$ cat src/inc/panel_io_defines.vh
// Offsets, field positions, reset values and timing figures of the panel process image
`ifndef PANEL_IO_DEFINES_VH
`define PANEL_IO_DEFINES_VH

// Standard input image, byte offsets
`define KEY_STATE_OFS      8'h00
`define DIG_INPUT_OFS      8'h01

// Standard output image, byte offsets
`define LED_RED_OFS        8'h00
`define LED_GREEN_OFS      8'h01
`define LED_BLUE_OFS       8'h02
`define DIG_OUTPUT_OFS     8'h03

// Safety image, offsets relative to the configured base
`define SAFE_STATUS_OFS    8'h00
`define SAFE_PIN_FIRST     8'h01
`define SAFE_PIN_LAST      8'h04
`define SAFE_POUT_LAST     8'h03

// Status byte fields
`define ST_ESTOP_BIT       0
`define ST_CONTACT0_BIT    4
`define ST_CONTACT1_BIT    5

// Evaluation modes of the safety slot
`define MODE_NONE          2'b00
`define MODE_SINGLE        2'b01
`define MODE_DUAL          2'b10

// Reset values
`define PLANE_RESET        8'h00
`define DO_RESET           8'h00
`define PROTO_RESET        32'h0000_0000

// Timing
`define CLK_PERIOD_NS      4
`define DIAG_INTERVAL_US   15000
`define TEST_WINDOW_NS     1000
// Edges after the feeds return before the live status byte is trusted again
`define RECOVER_CYC        3'd5

`endif

$ cat src/panel_io_process_image.v
// Process image of the key panel: keys, digital IO, tri-colour LEDs and safety status byte
`default_nettype none
`include "panel_io_defines.vh"

// Operation
// - Standard image and safety image are kept separately and independently.
// - Input byte 0 carries keys 0-7, byte 1 digital inputs 0-7, bit n.
// - Output bytes 0-2 are red, green, blue planes; byte 3 drives outputs.
// - Colour decode per LED; patterns 000, 101, 011 switch the LED off.
// - Inputs reserved for safety channels are not reported in standard image.
// - Safety image is five input, four output bytes from a configured base.
// - First safety input byte carries sensor or emergency-stop switch state.
// - Other safety bytes carry protocol elements, not user data.
// - Status bits unused by the selected mode read zero, except bit 0, which is held briefly when dual mode is left during status recovery.
// - Unconfigured safety slot performs no sensor evaluation.
// - Single-channel mode reports contacts in status bits 4 and 5.
// - Dual-channel mode bit 0 is 0 when pressed or faulty, else 1.
// - Each safety input has its own dedicated sensor feed output.
// - Dual-channel evaluation runs its diagnostic test at fixed interval.
module panel_io_process_image #(
  parameter DIAG_CYC = (`DIAG_INTERVAL_US * 1000) / `CLK_PERIOD_NS,
  parameter TEST_CYC = (`TEST_WINDOW_NS + `CLK_PERIOD_NS - 1) / `CLK_PERIOD_NS
) (
  input  wire        clk_i,
  input  wire        nrst_i,
  // Cyclic exchange with the field-bus controller
  input  wire        cycle_i,
  input  wire        img_safe_i,
  input  wire [7:0]  safe_base_i,
  input  wire [7:0]  img_addr_i,
  input  wire        img_wr_i,
  input  wire [7:0]  img_wdata_i,
  output reg  [7:0]  img_rdata_o,
  output reg         img_hit_o,
  // Safety protocol engine
  input  wire [31:0] proto_in_i,
  output reg  [31:0] proto_out_o,
  // Slot configuration
  input  wire [1:0]  eval_mode_i,
  input  wire [7:0]  safe_reserve_i,
  // Pins
  input  wire [7:0]  keys_i,
  input  wire [7:0]  standard_input_bit_i,
  output reg  [7:0]  dio_o,
  output reg  [7:0]  dio_oe_o,
  output reg  [7:0]  led_r_o,
  output reg  [7:0]  led_g_o,
  output reg  [7:0]  led_b_o,
  input  wire        safety_input_zero_i,
  input  wire        safety_input_one_i,
  output wire        sensor_feed_zero_o,
  output wire        sensor_feed_one_o,
  output wire        safe_fault_o
);

  ////////////////////////////////////////////////////////////////////////////
  // Functions

  // Offset of an address inside the safety image, wrapping past 8'hff
  function [7:0] rel_ofs;
    input [7:0] addr;
    input [7:0] base;
    begin
      rel_ofs = addr - base;
    end
  endfunction

  // Colour enable: mixed blue with exactly one of red or green is off
  function [7:0] led_on;
    input [7:0] r;
    input [7:0] g;
    input [7:0] b;
    begin
      led_on = ~(b & (r ^ g));
    end
  endfunction

  ////////////////////////////////////////////////////////////////////////////
  // Declarations

  reg  [7:0]  led_red_plane;
  reg  [7:0]  led_green_plane;
  reg  [7:0]  led_blue_plane;
  reg  [7:0]  digital_output_drive;
  reg  [7:0]  key_state_input;
  reg  [7:0]  digital_input_state;
  reg  [7:0]  safety_sensor_status;
  reg  [31:0] proto_in_q;
  reg  [7:0]  next_rdata;
  reg         next_hit;
  reg  [2:0]  recover;
  reg  [7:0]  status_settled;

  wire [7:0]  keys_s;
  wire [7:0]  dins_s;
  wire [1:0]  fi_s;
  wire [7:0]  status_live;
  wire [7:0]  safe_ofs;
  wire [7:0]  on_mask;

  assign safe_ofs = rel_ofs(img_addr_i, safe_base_i);
  assign on_mask  = led_on(led_red_plane, led_green_plane, led_blue_plane);

  ////////////////////////////////////////////////////////////////////////////
  // Pin synchronisers

  // Keys and standard inputs arrive asynchronously
  pin_sync3 #(
    .W (8)
  ) u_key_sync (
    .clk_i  (clk_i),
    .nrst_i (nrst_i),
    .d_i    (keys_i),
    .q_o    (keys_s)
  );

  pin_sync3 #(
    .W (8)
  ) u_din_sync (
    .clk_i  (clk_i),
    .nrst_i (nrst_i),
    .d_i    (standard_input_bit_i),
    .q_o    (dins_s)
  );

  // Fail-safe inputs have their own synchroniser, kept apart from standard
  pin_sync3 #(
    .W (2)
  ) u_safe_sync (
    .clk_i  (clk_i),
    .nrst_i (nrst_i),
    .d_i    ({safety_input_one_i, safety_input_zero_i}),
    .q_o    (fi_s)
  );

  ////////////////////////////////////////////////////////////////////////////
  // Safety evaluation

  safety_eval #(
    .DIAG_CYC (DIAG_CYC),
    .TEST_CYC (TEST_CYC),
    .CW       (22)
  ) u_eval (
    .clk_i    (clk_i),
    .nrst_i   (nrst_i),
    .mode_i   (eval_mode_i),
    .fi0_i    (fi_s[0]),
    .fi1_i    (fi_s[1]),
    .feed0_o  (sensor_feed_zero_o),
    .feed1_o  (sensor_feed_one_o),
    .err_o    (safe_fault_o),
    .status_o (status_live)
  );

  ////////////////////////////////////////////////////////////////////////////
  // Status recovery after a diagnostic test

  // Feeds return one edge after the window and the synchroniser adds four
  // more, so the live status reads pressed for a few cycles after each test
  always @(posedge clk_i or negedge nrst_i)
  begin
    if (!nrst_i)
      recover <= 3'd0;
    else if (eval_mode_i == `MODE_DUAL && !(sensor_feed_zero_o && sensor_feed_one_o))
      recover <= `RECOVER_CYC;
    else if (recover != 3'd0)
      recover <= recover - 3'd1;
  end

  // Last settled status byte; a real press shows a few cycles later, or a few cycles after the test window ends if pressed in it,
  // far inside the response time the safety controller allows
  always @(posedge clk_i or negedge nrst_i)
  begin
    if (!nrst_i)
      status_settled <= 8'h00;
    else if (recover == 3'd0)
      status_settled <= status_live;
  end

  ////////////////////////////////////////////////////////////////////////////
  // Input image snapshot on each cyclic exchange

  // Snapshot keeps all bytes of one exchange coherent
  always @(posedge clk_i or negedge nrst_i)
  begin
    if (!nrst_i)
    begin
      key_state_input      <= 8'h00;
      digital_input_state  <= 8'h00;
      safety_sensor_status <= 8'h00;
      proto_in_q           <= `PROTO_RESET;
    end
    else if (cycle_i)
    begin
      key_state_input      <= keys_s;
      // Reserved inputs read zero so safety signals never leak here
      digital_input_state  <= dins_s & ~safe_reserve_i;
      safety_sensor_status <= status_settled;
      proto_in_q           <= proto_in_i;
    end
  end

  ////////////////////////////////////////////////////////////////////////////
  // Output image writes, applied as they arrive

  always @(posedge clk_i or negedge nrst_i)
  begin
    if (!nrst_i)
    begin
      led_red_plane        <= `PLANE_RESET;
      led_green_plane      <= `PLANE_RESET;
      led_blue_plane       <= `PLANE_RESET;
      digital_output_drive <= `DO_RESET;
      proto_out_o          <= `PROTO_RESET;
    end
    else if (img_wr_i)
    begin
      if (!img_safe_i)
      begin
        case (img_addr_i)
          `LED_RED_OFS:    led_red_plane        <= img_wdata_i;
          `LED_GREEN_OFS:  led_green_plane      <= img_wdata_i;
          `LED_BLUE_OFS:   led_blue_plane       <= img_wdata_i;
          `DIG_OUTPUT_OFS: digital_output_drive <= img_wdata_i;
          default:         led_red_plane        <= led_red_plane;
        endcase
      end
      else
      begin
        // Protocol bytes pass through untouched; user logic never sees them
        case (safe_ofs)
          8'h00:   proto_out_o[7:0]   <= img_wdata_i;
          8'h01:   proto_out_o[15:8]  <= img_wdata_i;
          8'h02:   proto_out_o[23:16] <= img_wdata_i;
          `SAFE_POUT_LAST:
                   proto_out_o[31:24] <= img_wdata_i;
          default: proto_out_o        <= proto_out_o;
        endcase
      end
    end
  end

  ////////////////////////////////////////////////////////////////////////////
  // Read mux of the two images

  always @*
  begin
    next_rdata = 8'h00;
    next_hit   = 1'b1;
    if (!img_safe_i)
    begin
      case (img_addr_i)
        `KEY_STATE_OFS: next_rdata = key_state_input;
        `DIG_INPUT_OFS: next_rdata = digital_input_state;
        default:        next_hit   = 1'b0;
      endcase
    end
    else
    begin
      case (safe_ofs)
        `SAFE_STATUS_OFS: next_rdata = safety_sensor_status;
        `SAFE_PIN_FIRST:  next_rdata = proto_in_q[7:0];
        8'h02:            next_rdata = proto_in_q[15:8];
        8'h03:            next_rdata = proto_in_q[23:16];
        `SAFE_PIN_LAST:   next_rdata = proto_in_q[31:24];
        default:          next_hit   = 1'b0;
      endcase
    end
  end

  // Registered read data, one cycle after the address
  always @(posedge clk_i or negedge nrst_i)
  begin
    if (!nrst_i)
    begin
      img_rdata_o <= 8'h00;
      img_hit_o   <= 1'b0;
    end
    else
    begin
      img_rdata_o <= next_rdata;
      img_hit_o   <= next_hit;
    end
  end

  ////////////////////////////////////////////////////////////////////////////
  // LED and digital output drive

  // One register stage after the planes; avoids glitch colours mid-write
  always @(posedge clk_i or negedge nrst_i)
  begin
    if (!nrst_i)
    begin
      led_r_o <= 8'h00;
      led_g_o <= 8'h00;
      led_b_o <= 8'h00;
    end
    else
    begin
      led_r_o <= led_red_plane & on_mask;
      led_g_o <= led_green_plane & on_mask;
      led_b_o <= led_blue_plane & on_mask;
    end
  end

  // High-side driver: a pin is driven only while its output bit is set,
  // so a pin left at zero is free to be read as a standard input
  always @(posedge clk_i or negedge nrst_i)
  begin
    if (!nrst_i)
    begin
      dio_o    <= 8'h00;
      dio_oe_o <= 8'h00;
    end
    else
    begin
      dio_o    <= digital_output_drive;
      dio_oe_o <= digital_output_drive & ~safe_reserve_i;
    end
  end

endmodule
`default_nettype wire

$ cat src/pin_sync3.v
// Three-stage synchroniser with agreement filter for pin inputs
`default_nettype none

module pin_sync3 #(
  parameter W = 8
) (
  input  wire         clk_i,
  input  wire         nrst_i,
  input  wire [W-1:0] d_i,
  output reg  [W-1:0] q_o
);

  reg [W-1:0] s1;
  reg [W-1:0] s2;
  reg [W-1:0] s3;

  ////////////////////////////////////////////////////////////////////////////
  // A bit changes only once stages two and three agree; s1 feeds s2 only
  always @(posedge clk_i or negedge nrst_i)
  begin
    if (!nrst_i)
    begin
      s1  <= {W{1'b0}};
      s2  <= {W{1'b0}};
      s3  <= {W{1'b0}};
      q_o <= {W{1'b0}};
    end
    else
    begin
      s1  <= d_i;
      s2  <= s1;
      s3  <= s2;
      q_o <= (s2 & ~(s2 ^ s3)) | (q_o & (s2 ^ s3));
    end
  end

endmodule
`default_nettype wire

$ cat src/safety_eval.v
// Evaluation of the two fail-safe inputs with sensor feeds and periodic diagnostic test
`default_nettype none
`include "panel_io_defines.vh"

module safety_eval #(
  parameter DIAG_CYC = 3750000,
  parameter TEST_CYC = 250,
  parameter CW       = 22
) (
  input  wire       clk_i,
  input  wire       nrst_i,
  input  wire [1:0] mode_i,
  input  wire       fi0_i,
  input  wire       fi1_i,
  output reg        feed0_o,
  output reg        feed1_o,
  output reg        err_o,
  output reg  [7:0] status_o
);

  localparam [1:0] ST_IDLE = 2'b00;
  localparam [1:0] ST_RUN  = 2'b01;
  localparam [1:0] ST_TEST = 2'b10;

  reg [1:0]    state;
  reg [CW-1:0] cnt;
  reg [1:0]    mode_q;

  ////////////////////////////////////////////////////////////////////////////
  // Interval and test-window sequencing; a mode change restarts the interval
  always @(posedge clk_i or negedge nrst_i)
  begin
    if (!nrst_i)
    begin
      state  <= ST_IDLE;
      cnt    <= {CW{1'b0}};
      mode_q <= `MODE_NONE;
      err_o  <= 1'b0;
    end
    else
    begin
      mode_q <= mode_i;
      if (mode_i != mode_q || mode_i != `MODE_DUAL)
      begin
        state <= (mode_i == `MODE_NONE) ? ST_IDLE : ST_RUN;
        cnt   <= {CW{1'b0}};
        err_o <= 1'b0;
      end
      else
      begin
        case (state)
          ST_RUN:
          begin
            if (cnt == DIAG_CYC[CW-1:0] - 1'b1)
            begin
              state <= ST_TEST;
              cnt   <= {CW{1'b0}};
            end
            else
              cnt <= cnt + 1'b1;
          end
          ST_TEST:
          begin
            if (cnt == TEST_CYC[CW-1:0] - 1'b1)
            begin
              // Feeds are off: an input still high is a fault (short or stuck)
              err_o <= fi0_i | fi1_i;
              state <= ST_RUN;
              cnt   <= {CW{1'b0}};
            end
            else
              cnt <= cnt + 1'b1;
          end
          default:
          begin
            state <= ST_RUN;
            cnt   <= {CW{1'b0}};
          end
        endcase
      end
    end
  end

  ////////////////////////////////////////////////////////////////////////////
  // Each sensor gets its own feed; feeds are off only in the test window and while no mode is set
  always @(posedge clk_i or negedge nrst_i)
  begin
    if (!nrst_i)
    begin
      feed0_o <= 1'b0;
      feed1_o <= 1'b0;
    end
    else
    begin
      feed0_o <= (mode_i != `MODE_NONE) && !(state == ST_TEST && mode_i == `MODE_DUAL);
      feed1_o <= (mode_i != `MODE_NONE) && !(state == ST_TEST && mode_i == `MODE_DUAL);
    end
  end

  ////////////////////////////////////////////////////////////////////////////
  // Status byte; unused bits stay zero, held through the test window
  always @(posedge clk_i or negedge nrst_i)
  begin
    if (!nrst_i)
      status_o <= 8'h00;
    else
    begin
      case (mode_i)
        `MODE_SINGLE:
        begin
          status_o                   <= 8'h00;
          status_o[`ST_CONTACT0_BIT] <= fi0_i;
          status_o[`ST_CONTACT1_BIT] <= fi1_i;
        end
        `MODE_DUAL:
        begin
          if (state != ST_TEST)
          begin
            status_o                <= 8'h00;
            status_o[`ST_ESTOP_BIT] <= fi0_i & fi1_i & ~err_o;
          end
        end
        default:
          status_o <= 8'h00;
      endcase
    end
  end

endmodule
`default_nettype wire

$ cat config.mk
export PLATFORM = sky130hd
export DESIGN_NAME = panel_io_process_image
export DESIGN_NICKNAME = d
export VERILOG_FILES = /design/src/panel_io_process_image.v /design/src/pin_sync3.v /design/src/safety_eval.v
export VERILOG_INCLUDE_DIRS = /design/src /design/src/inc
export SDC_FILE = /design/constraint.sdc
export NUM_CORES = 1
export LEC_CHECK = 0
export BUFFER_PORTS_ARGS = -buffer_cell sky130_fd_sc_hd__buf_2
export CAP_MARGIN = 40
export CELL_PAD_IN_SITES_DETAIL_PLACEMENT = 1
export CELL_PAD_IN_SITES_GLOBAL_PLACEMENT = 2
export CORE_MARGIN = 2
export CORE_UTILIZATION = 25
export CTS_CLUSTER_SIZE = 10
export DETAILED_ROUTE_END_ITERATION = 12
export GPL_TIMING_DRIVEN = 0
export PLACE_DENSITY_LB_ADDON = 0.1
export SYNTH_ARGS = -nofsm -noshare
export SYNTH_HDL_FRONTEND = slang
export SYNTH_SLANG_ARGS = --single-unit
$ cat constraint.sdc
create_clock -name clk_i -period 3.3 [get_ports clk_i]
set_clock_uncertainty 0.05 [all_clocks]
set_input_delay 0.165 -clock clk_i [delete_from_list [all_inputs] [get_ports clk_i]]
set_output_delay 0.165 -clock clk_i [all_outputs]
set_load 0.005 [all_outputs]
==> impl_metrics.ini <==
[worst_hold_path]
worstHoldPathType = in -> async

[layout]
syn_to_final_growth_pct = 31.9
layout.filler_cells = 4463
nets = 1145
seq_area_um2 = 6830
multi_input_comb_area_um2 = 3430
drive_gt1_frac = 0.325

[global_route]
grt_max_degree = 114
antenna_found_initial = 1
first_global_vias = 7350
overflow = 0
grt_pass1_wl_um = 43600
grt_usage = 0.129

[sta]
rsz0062_at_grt = no
finalSetupViolations = 0
worst_slack_ns = 0.447
fmax_ghz = 0.350
tns_ns = 0
slew_headroom = 0.449
worst_slew_pin_slew_ns = 0.826
hold_violations = 0
fin_crit_sh = 0.865
post-route-min-period_ns = 2.85
drv_slew = 0

[floorplan]
rows = 75
die_area_um2 = 43800
start_util = 0.252
coreArea_um2 = 41800
die-height_um = 209
dieWidth_um = 209
pin_count = 173

[cts]
htree_num_levels = 2
clk_path_buf_depth = 3
cts.repair.resized = 0
clkSinkCount = 273
cts_setup_buffers = 0
cts_hold_buf = 70
insertion_delay_ns = 0.53
clk_pin_slew_ns = 0.06
clock-root-buffer = clkbuf_16
cts_tree = built
numCtsBuffers = 35

[pwr]
p_sw_frac = 0.241
power.internal_mw = 6.09
powerDensity_nw_per_um2 = 577
seqPwrFrac = 0.460
ir_drop_v = 0.000278
pwr-share-clk = 0.444
power.total_mw = 8.02
combinationalPowerShare = 0.096
power_switching_mw = 1.93
p_leak_nw = 6.64

[synthesis]
netlist_area_um2 = 10500
syn_avg_cell_area_um2 = 13.9
yosysSeqAreaShare = 0.649
yosysMostFrequentCell = dfrtp_1
ys_ff_latch = 273
yosysWarnings = 0
synth_cell_types = 52
yosys.area.top_type_share = 0.649
yosys-top-cells-count = 273 x dfrtp_1, 115 x mux2_2, 45 x inv_1
synth_cells = 757
synth_top_area_cell = dfrtp_1
synth-edff-count = 0
ys_dominant_reg_cell = dfrtp_1
synth_area_leaders = dfrtp_1 65%, mux2_2 12%, ha_1 2.0%, maj3_1 1.7%, xnor2_1 1.7%
ys_async_sr_fraction = 1.00
syn-num-nets = 864

[setup_path]
reg2reg_slack_ns = 0.58
worst_setup_path_end_kind = flip-flop
worst_setup_path_startpoint = img_safe_i
cp-start-kind = primary input
cp-endpoint = led_green_plane[0]$_DFFE_PN0P_
cp_max_fo = 10
r2r_end = u_eval.cnt[11]$_DFF_PN0_
required_ns = 3.65
ff2ff_path_depth = 9
r2r-start = u_eval.cnt[0]$_DFF_PN0_
crit_type = in -> reg
arrival_ns = 3.20

[drt]
drt_wl_total_um = 27300
postRouteAntennaNets = 0
post-route-drc-count = 0
drt_iter0_drc = 191
avgViaCountPerCell = 4.26
wl_per_cell_um = 17.1
vias = 6788
detail_route.first_pass.iterations = 4

[placed_design]
dpl.hpwl_um = 18900
routabilityCongestion = 0.690
dp_slack_ns = 0.0157
port_buffers = 171

[run_status]
status = completed

[job]
maxCapViolCount = 0
==> power by group through the flow <==
stage | clock (mW) | combinational, mW | sequential, mW
after global routing | 3.86 | 0.870 | 3.72
after floorplan | 0 | 0.414 | 3.71
after global placement | 0 | 0.716 | 3.74
after detailed placement | 0 | 0.730 | 3.75
final | 3.56 | 0.772 | 3.69
after CTS | 3.75 | 0.801 | 3.69
==> per-stage QoR <==
| stage | hold slack, ns | area (µm²) | util | instances |
|---|---|---|---|---|
| after global routing | 0.166 | 13900 | 0.332 | 1594 |
| final | 0.135 | 13900 | 0.332 | 1595 |
| after CTS | 0.141 | 13900 | 0.332 | 1594 |
| after global placement | 0.224 | 12100 | 0.289 | 1467 |
| after floorplan | -0.181 | 10500 | - | 757 |
| after detailed placement | 0.121 | 12100 | 0.291 | 1470 |
==> critical path, stage by stage <==
cell and delay, ns:
dlygate4sd3_1 0.54, buf_2 0.18, or4_1 0.44, nor4_1 0.49
nand2b_1 0.11, clkbuf_1 0.27, inv_1 0.13, nand3_1 0.41
mux2_2 0.46
==> worst min path at each step <==
stage | start | to | slack, ns
6_report | nrst_i | led_r_o[7]$_DFF_PN0_ | 0.13
5_1_grt | nrst_i | led_r_o[7]$_DFF_PN0_ | 0.17
4_1_cts | nrst_i | led_r_o[7]$_DFF_PN0_ | 0.14
3_5_place_dp | nrst_i | led_r_o[7]$_DFF_PN0_ | 0.12
3_3_place_gp | safety_input_one_i | u_safe_sync.s1[1]$_DFF_PN0_ | 0.22
2_1_floorplan | nrst_i | async pin | -0.18
==> registers in the layout, summed over array words and instances (netlist names), 8 cells and up, named ones only <==
| name | flops |
|---|---|
| proto_in_q | 32 |
| u_din_sync.s1 | 8 |
| proto_out_o | 32 |
| u_din_sync.s2 | 8 |
| img_rdata_o | 8 |
| u_key_sync.s3 | 8 |
| u_key_sync.s2 | 8 |
| led_red_plane | 8 |
| digital_input_state | 8 |
| led_blue_plane | 8 |
| key_state_input | 8 |
| u_eval.cnt | 22 |
| digital_output_drive | 8 |
| led_r_o | 8 |
| dio_o | 8 |
| dio_oe_o | 8 |
| led_b_o | 8 |
| u_din_sync.s3 | 8 |
| u_key_sync.s1 | 8 |
| led_g_o | 8 |
| led_green_plane | 8 |
==> cell type report <==
type	instances	share of cell area
diodes	1	0.000180
plain buffers	23	0.00676
clock buffers	50	0.0707
clock inverters	4	0.00487
inverters	45	0.0122
multi-input cells	416	0.247
flip-flops and latches	273	0.492
well taps	539	0.0486
repair buffers	244	0.118
==> per-layer routing <==
metal  track usage  wire length [µm]  vias to the layer above
li1              -                 -                     3179
met1         0.169             12400                     3437
met2         0.209             13000                      128
met3        0.0304              1220                       44
met4        0.0485               674                        0
met5             0                 0                        -
==> cell families (layout without fill, tap and decap cells) <==
group / Yosys count / after routing / share of synthesized area
compound gates: 64 / 64 / 0.0372
xor+xnor: 36 / 36 / 0.0300
fa+ha+maj: 36 / 36 / 0.0392
buf+inv: 68 / 366 / 0.0250
flops: 273 / 273 / 0.649
mux: 130 / 130 / 0.141
other cells: 0 / 1 / 0
simple gates: 150 / 150 / 0.0786
==> layout by cell type (no fill, tap or decap), types with 3 or more instances in the layout <==
cell | netlist | layout
mux2_2 | 115 | 115
and3_1 | 8 | 8
nand2b_1 | 3 | 3
dlygate4sd3_1 | 0 | 70
xnor2_1 | 20 | 20
clkbuf_8 | 0 | 5
a221o_1 | 3 | 3
mux4_2 | 3 | 3
xor2_1 | 16 | 16
clkbuf_16 | 0 | 35
nand4_1 | 8 | 8
and2_1 | 11 | 11
o22ai_1 | 4 | 4
nor4bb_1 | 3 | 3
ha_1 | 17 | 17
nand3b_1 | 9 | 9
nor2b_1 | 10 | 10
mux2i_1 | 11 | 11
buf_2 | 3 | 173
nand2_1 | 24 | 24
nor4_1 | 5 | 5
dfrtp_1 | 273 | 273
a21oi_1 | 27 | 27
o21ai_0 | 13 | 13
a31oi_1 | 5 | 5
nand3_1 | 14 | 14
nor2_1 | 41 | 41
clkbuf_1 | 17 | 27
inv_1 | 45 | 45
maj3_1 | 18 | 18
Note: power is estimated with default switching activity, not from simulation.
